## src/verilog/dcr_pkg.sv

```systemverilog
// Constants for the converter control register block
`default_nettype none
package dcr_pkg;
	// ------------------------------------------------------------
	// Register map (byte addresses)
	// ------------------------------------------------------------
	localparam logic [3:0] ADDR_CONTROL   = 4'h0;
	localparam logic [3:0] ADDR_CODE_HIGH = 4'h4;
	localparam logic [3:0] ADDR_CODE_LOW  = 4'h8;
	// ------------------------------------------------------------
	// Control field positions and reset values
	// ------------------------------------------------------------
	localparam int         CTL_ON_BIT     = 7;
	localparam int         CTL_JUST_BIT   = 6;
	localparam int         CTL_ROUTE_BIT  = 5;
	localparam int         CTL_SEL_LSB    = 2;
	localparam logic [7:0] CTL_WMASK      = 8'hEC;
	localparam logic [7:0] CONTROL_RESET  = 8'h00;
	localparam logic [7:0] CODE_RESET     = 8'h00;
	localparam int         CODE_W         = 9;
	localparam int         CODE_SHIFT     = 9;
	localparam logic [1:0] RESP_OKAY      = 2'h0;
	localparam logic [1:0] RESP_SLVERR    = 2'h2;
	// Top reference sources
	typedef enum logic [1:0] {
		DCR_SRC_SUPPLY = 2'h0,
		DCR_SRC_OPAMP  = 2'h1,
		DCR_SRC_PIN    = 2'h2,
		DCR_SRC_FIXED  = 2'h3
	} dcr_src_t;
endpackage
`default_nettype wire

```

## src/verilog/dcr_top.sv

```systemverilog
// Converter control registers with AXI4-Lite slave and level computation
`default_nettype none
module dcr_top #(
	parameter int REF_W = 16
) (
	input  wire logic              aclk,
	input  wire logic              aresetn,
	input  wire logic [3:0]        s_axil_awaddr,
	input  wire logic              s_axil_awvalid,
	output logic                   s_axil_awready,
	input  wire logic [31:0]       s_axil_wdata,
	input  wire logic [3:0]        s_axil_wstrb,
	input  wire logic              s_axil_wvalid,
	output logic                   s_axil_wready,
	output logic [1:0]             s_axil_bresp,
	output logic                   s_axil_bvalid,
	input  wire logic              s_axil_bready,
	input  wire logic [3:0]        s_axil_araddr,
	input  wire logic              s_axil_arvalid,
	output logic                   s_axil_arready,
	output logic [31:0]            s_axil_rdata,
	output logic [1:0]             s_axil_rresp,
	output logic                   s_axil_rvalid,
	input  wire logic              s_axil_rready,
	input  wire logic [REF_W-1:0]  supply_level,
	input  wire logic [REF_W-1:0]  ref_pin_level,
	input  wire logic [REF_W-1:0]  opamp_output_level,
	input  wire logic [REF_W-1:0]  fixed_reference_level,
	input  wire logic              port_drive_value,
	input  wire logic              port_drive_enable,
	input  wire logic              pin_sense,
	output logic                   level_output_pin_o,
	output logic                   level_output_pin_oe,
	output logic                   pin_read_value,
	output logic                   converter_on,
	output logic                   level_pin_route,
	output logic                   code_justify_select,
	output logic [1:0]             top_reference_select,
	output logic [8:0]             level_code,
	output logic [REF_W-1:0]       level_output
);
	// ------------------------------------------------------------
	// State
	// ------------------------------------------------------------
	logic [7:0]       control_q;
	logic [7:0]       code_high_q;
	logic [7:0]       code_low_q;
	logic [8:0]       level_code_q;
	logic [REF_W-1:0] level_q;
	logic [REF_W-1:0] ref_sel;
	logic [REF_W+8:0] product;
	logic             wr_go;
	logic             wr_hit;
	logic             rd_go;
	logic [7:0]       rd_byte;
	logic             rd_hit;
	logic [7:0]       wbyte;
	logic             just_right;
	logic [8:0]       code_from_write;

	assign just_right           = control_q[dcr_pkg::CTL_JUST_BIT];
	assign converter_on         = control_q[dcr_pkg::CTL_ON_BIT];
	assign level_pin_route      = control_q[dcr_pkg::CTL_ROUTE_BIT];
	assign code_justify_select  = just_right;
	assign top_reference_select = control_q[dcr_pkg::CTL_SEL_LSB +: 2];
	assign level_code           = level_code_q;
	assign level_output         = level_q;
	assign wbyte                = s_axil_wdata[7:0];

	// ------------------------------------------------------------
	// Write channel: both address and data taken in one edge
	// ------------------------------------------------------------
	// Waiting for both keeps one write in flight without extra holding registers
	assign s_axil_awready = s_axil_awvalid && s_axil_wvalid && !s_axil_bvalid;
	assign s_axil_wready  = s_axil_awready;
	assign wr_go          = s_axil_awready;
	assign wr_hit         = (s_axil_awaddr == dcr_pkg::ADDR_CONTROL)
		|| (s_axil_awaddr == dcr_pkg::ADDR_CODE_HIGH)
		|| (s_axil_awaddr == dcr_pkg::ADDR_CODE_LOW);

	// Write response one cycle after the take
	always_ff @(posedge aclk)
	begin
		if (!aresetn)
		begin
			s_axil_bvalid <= 1'b0;
			s_axil_bresp  <= dcr_pkg::RESP_OKAY;
		end
		else if (wr_go)
		begin
			s_axil_bvalid <= 1'b1;
			s_axil_bresp  <= wr_hit ? dcr_pkg::RESP_OKAY : dcr_pkg::RESP_SLVERR;
		end
		else if (s_axil_bready)
			s_axil_bvalid <= 1'b0;
	end

	// Control register: only reset or a bus write to it with byte strobe 0 set changes it
	always_ff @(posedge aclk)
	begin
		if (!aresetn)
			control_q <= dcr_pkg::CONTROL_RESET;
		else if (wr_go && s_axil_wstrb[0] && s_axil_awaddr == dcr_pkg::ADDR_CONTROL)
			control_q <= wbyte & dcr_pkg::CTL_WMASK;
	end

	// Staged byte pair; unused bits of the current layout are dropped at write
	always_ff @(posedge aclk)
	begin
		if (!aresetn)
		begin
			code_high_q <= dcr_pkg::CODE_RESET;
			code_low_q  <= dcr_pkg::CODE_RESET;
		end
		else if (wr_go && s_axil_wstrb[0])
		begin
			if (s_axil_awaddr == dcr_pkg::ADDR_CODE_HIGH)
				code_high_q <= just_right ? {7'h00, wbyte[0]} : wbyte;
			if (s_axil_awaddr == dcr_pkg::ADDR_CODE_LOW)
				code_low_q <= just_right ? wbyte : {wbyte[7], 7'h00};
		end
	end

	// Active code assembled from the new high byte and the staged low byte
	always_comb
	begin
		if (just_right)
			code_from_write = {wbyte[0], code_low_q};
		else
			code_from_write = {wbyte, code_low_q[7]};
	end

	// Low written first; active code changes only when the high write lands
	always_ff @(posedge aclk)
	begin
		if (!aresetn)
			level_code_q <= 9'h000;
		else if (wr_go && s_axil_wstrb[0] && s_axil_awaddr == dcr_pkg::ADDR_CODE_HIGH)
			level_code_q <= code_from_write;
	end

	// ------------------------------------------------------------
	// Level computation
	// ------------------------------------------------------------
	always_comb
	begin
		case (top_reference_select)
			dcr_pkg::DCR_SRC_FIXED:  ref_sel = fixed_reference_level;
			dcr_pkg::DCR_SRC_PIN:    ref_sel = ref_pin_level;
			dcr_pkg::DCR_SRC_OPAMP:  ref_sel = opamp_output_level;
			dcr_pkg::DCR_SRC_SUPPLY: ref_sel = supply_level;
			default:                 ref_sel = supply_level;
		endcase
	end

	assign product = ref_sel * level_code_q;

	// Divide by 512 steps; a disabled converter outputs zero
	always_ff @(posedge aclk)
	begin
		if (!aresetn)
			level_q <= '0;
		else if (converter_on)
			level_q <= product[dcr_pkg::CODE_SHIFT +: REF_W];
		else
			level_q <= '0;
	end

	// ------------------------------------------------------------
	// Output pin: analog route overrides digital driver and sense
	// ------------------------------------------------------------
	assign level_output_pin_o  = level_pin_route ? 1'b0 : port_drive_value;
	assign level_output_pin_oe = !level_pin_route && port_drive_enable;
	assign pin_read_value      = level_pin_route ? 1'b0 : pin_sense;

	// ------------------------------------------------------------
	// Read channel
	// ------------------------------------------------------------
	assign s_axil_arready = !s_axil_rvalid;
	assign rd_go          = s_axil_arvalid && s_axil_arready;

	always_comb
	begin
		rd_hit  = 1'b1;
		rd_byte = 8'h00;
		case (s_axil_araddr)
			dcr_pkg::ADDR_CONTROL:   rd_byte = control_q;
			dcr_pkg::ADDR_CODE_HIGH: rd_byte = code_high_q;
			dcr_pkg::ADDR_CODE_LOW:  rd_byte = code_low_q;
			default:                 rd_hit  = 1'b0;
		endcase
	end

	// Read data one cycle after the take, held until accepted
	always_ff @(posedge aclk)
	begin
		if (!aresetn)
		begin
			s_axil_rvalid <= 1'b0;
			s_axil_rdata  <= 32'h00000000;
			s_axil_rresp  <= dcr_pkg::RESP_OKAY;
		end
		else if (rd_go)
		begin
			s_axil_rvalid <= 1'b1;
			s_axil_rdata  <= {24'h000000, rd_byte};
			s_axil_rresp  <= rd_hit ? dcr_pkg::RESP_OKAY : dcr_pkg::RESP_SLVERR;
		end
		else if (s_axil_rready)
			s_axil_rvalid <= 1'b0;
	end

	logic ctl_write;
	logic high_write;
	assign ctl_write  = wr_go && s_axil_awaddr == dcr_pkg::ADDR_CONTROL;
	assign high_write = wr_go && s_axil_wstrb[0] && s_axil_awaddr == dcr_pkg::ADDR_CODE_HIGH;
endmodule
`default_nettype wire
```

## config.mk

```make
export PLATFORM = sky130hd
export DESIGN_NAME = dcr_top
export DESIGN_NICKNAME = d
export VERILOG_FILES = /design/src/verilog/dcr_pkg.sv /design/src/verilog/dcr_top.sv
export SDC_FILE = /design/constraint.sdc
export NUM_CORES = 1
export LEC_CHECK = 0
export ABC_AREA = 1
export BUFFER_PORTS_ARGS = -buffer_cell sky130_fd_sc_hd__buf_4
export CORE_MARGIN = 3
export CORE_UTILIZATION = 30
export DETAILED_ROUTE_END_ITERATION = 16
export PLACE_DENSITY = 0.51
export SLEW_MARGIN = 10
export SYNTH_ARGS = -nofsm -noshare
export SYNTH_HDL_FRONTEND = slang
export SYNTH_SLANG_ARGS = --single-unit
```

## constraint.sdc

```tcl
create_clock -name aclk -period 6.8 [get_ports aclk]
set_input_delay 1.36 -clock aclk [delete_from_list [all_inputs] [get_ports aclk]]
set_output_delay 1.36 -clock aclk [all_outputs]
set_load 0.02 [all_outputs]
```

==> impl_metrics.yaml <==
status:
  status: "complete, no violations"
sta:
  finalCriticalPeriod_ps: 5940
  skew_ps: 7.98
  relSlewSlack: 0.348
  layout_setup_ws_ps: 859
  drv_slew: 0
  grt_setup_unrepaired: "false"
  fin_crit_sh: 0.874
  setup_viol: 0
  worstMarginPinSlew_ps: 976
  whs_ps: 465
  hold_viol_final: 0
  fmax_mhz: 168
  finalSetupTns_ps: 0
power_and_ir_drop:
  p_leak_nw: 4.45
  p_per_area_nw_per_um2: 119
  vdd.ir_drop.worst_v: 0.000123
critical_path:
  critPathMaxStageDelay_ps: 540
  crit_arrival_ps: 6180
  cp_cell_sequence: "buf_4, a221oi_1, nand2_1, o21ai_0, inv_1, nand2_1, fa_1, inv_1, fa_1, fa_1, inv_1, fa_1, inv_1, ha_1, a21oi_1, o21ai_0, a21oi_1, nand2_1, a21oi_1, nand2_1, nand2_1, nor2_1"
  crit_required_ps: 7040
  cpMaxStageDelayCell: "fa_1"
  startpoint_type: "input pin"
  endpoint_kind: "register"
  cp_max_fo: 6
  r2r_cells: 24
  crit_type: "input pin to register"
  crit_path_frequent_cell: "nand2_1"
logic_synthesis:
  yosysWarnings: 0
  synthCells: 957
  seq_area_frac_synth: 0.164
  synth-main-ff-cell: "dfxtp_1"
  ys_types: 40
  syn_area_per_cell_sq_um: 7.38
  synthArstFlopShare: 0
  synth_edf_count: 0
  ys_seq_elements: 58
  syn_area_sq_um: 7070
routing:
  dr.pass1.iters: 5
  drc: 0
  dr.first_iter.drc_count: 361
  ant_nets: 0
  vias_per_cell: 4.67
  wl_um: 21600
  vias: 6549
  wl_per_cell_um: 15.4
cts:
  cts_sinks: 58
  cts_buffer_depth: 2
  cts_buffers: 9
  cts_tree: "yes"
  h-tree-depth: 3
  clock_latency_ps: 350
  cts_hold_buf: 0
  cts-root-buf: "clkbuf_16"
  post_cts_buffers: 0
  ctsResizeCount: 0
  cts.clk_slew.worst_paths_ps: 60
layout:
  area.growth.synth_to_final_pct: 22.5
  n_antenna_cell: 0
  final_cell_area_sq_um: 8660
  final_util: 0.378
  drive_above_1_share: 0.172
  finish.net_count: 1340
global_route:
  grt_max_degree: 30
  grt_pass1_vias: 6625
  antenna_found_initial: 0
  track_usage: 0.173
  grt_pass1_wl_um: 35200
  grt-ovfl-total: 0
floorplanning:
  coreArea_sq_um: 22900
  dieArea_sq_um: 25400
  start_util: 0.308
  die_x_um: 159
  ioPinCount: 192
  die_h_um: 159
  std_cell_rows: 55
place:
  place_ws_ps: 566
  place_congestion: 0.858
  dp_hpwl_um: 17800
  place_area_sq_um: 8310
  port_buffers: 138
min_path:
  hold_path.class: "register to register"
  min_path_cells: 2
job:
  drv_cap: 0
-- final cells by class --
cell class                      count  area (sq um)
Clock inverter                      7           125
Sequential cell                    58          1160
Inverter                          165           619
Tap cell                          313           392
Clock buffer                        9           225
Timing Repair Buffer              144          1080
Fill cell                        2467         14300
Multi-Input combinational cell    705          5050
-- state kept, by name, summed over array words and instances, names as in the netlist --
signal         cells
level_code         9
level_output      16
s_axil_rresp       1
s_axil_bvalid      1
s_axil_rdata       8
control_q          5
code_low_q         8
code_high_q        8
s_axil_rvalid      1
s_axil_bresp       1
-- layout by cell type (no fill, tap or decap), types with 2 or more instances in the layout --
cell and instances:
inv_2 3, nor2_1 137, a21oi_1 68, o21ai_0 42
a22oi_1 2, clkbuf_16 9, a221oi_1 15, fa_1 98
buf_4 144, a21oi_2 3, or2_1 2, a211oi_1 3
clkinv_4 3, a31oi_1 6, o21ai_1 4, nor3_1 5
nand3_1 18, conb_1 26, dfxtp_1 58, nand2_2 10
nand2_1 201, o21ai_2 5, bufinv_16 3, inv_1 162
nor4_1 4, ha_1 41, o21a_1 3, nand3_2 2
-- final timing paths --
check / from / endpoint / slack [ps]
hold reg to reg: code_high_q[3] / code_high_q[3] / 470
setup / recovery: ref_pin_level[13] / level_output[10] / 860
hold / removal: code_high_q[3] / code_high_q[3] / 470
setup reg to reg: control_q[2] / level_output[10] / 1170
-- power breakdown --
part | leakage (nW) | internal, mW | switching (mW) | total [mW]
clock network | 0.170 | 0.361 | 0.192 | 0.554
logic | 3.81 | 0.0544 | 0.0797 | 0.134
registers | 0.468 | 0.342 | 0.00236 | 0.345
-- critical path, delay by kind of cell --
kind | cells | cell delay [ps]
fa+ha+maj | 5 | 2210
compound gates | 6 | 1400
buf+inv | 5 | 580
simple gates | 6 | 620
-- cells in the mapped netlist (5+ instances only) --
library cell,n,area [sq um]
fa_1,98,1960
a21oi_1,68,340
buf_4,27,203
nand2_1,201,754
nand2_2,10,62.6
o21ai_2,5,43.8
a221oi_1,15,131
ha_1,41,513
inv_1,162,608
nand3_1,18,90.1
dfxtp_1,58,1160
a31oi_1,6,37.5
clkbuf_1,19,71.3
o21ai_0,42,210
nor2_1,137,514
nor3_1,5,25.0
-- stage by stage --
| stage | power [mW] | instances |
|---|---|---|
| after floorplan | 0.427 | 982 |
| final | 1.03 | 1401 |
| after global routing | 1.08 | 1401 |
| after global placement | 0.486 | 1385 |
| after detailed placement | 0.486 | 1385 |
| after CTS | 1.05 | 1401 |
-- cells by family after synthesis --
family	after synthesis	share of synthesized area
adders and majority gates	139	0.350
buffers and inverters	219	0.134
DFF	58	0.164
AOI/OAI and AO/OA	154	0.126
other	1	0.000531
and+or+nand+nor	385	0.223
xor gates and xnor gates	1	0.00124
-- metal layers --
| metal | GRT usage | vias to the layer above | share of wire |
|---|---|---|---|
| li1 | - | 3170 | - |
| met1 | 0.226 | 3231 | 0.45 |
| met2 | 0.301 | 133 | 0.50 |
| met3 | 0.0307 | 15 | 0.042 |
| met4 | 0.0366 | 0 | 0.013 |
| met5 | 0 | - | 0 |
Power figures use the tool's default switching activity.
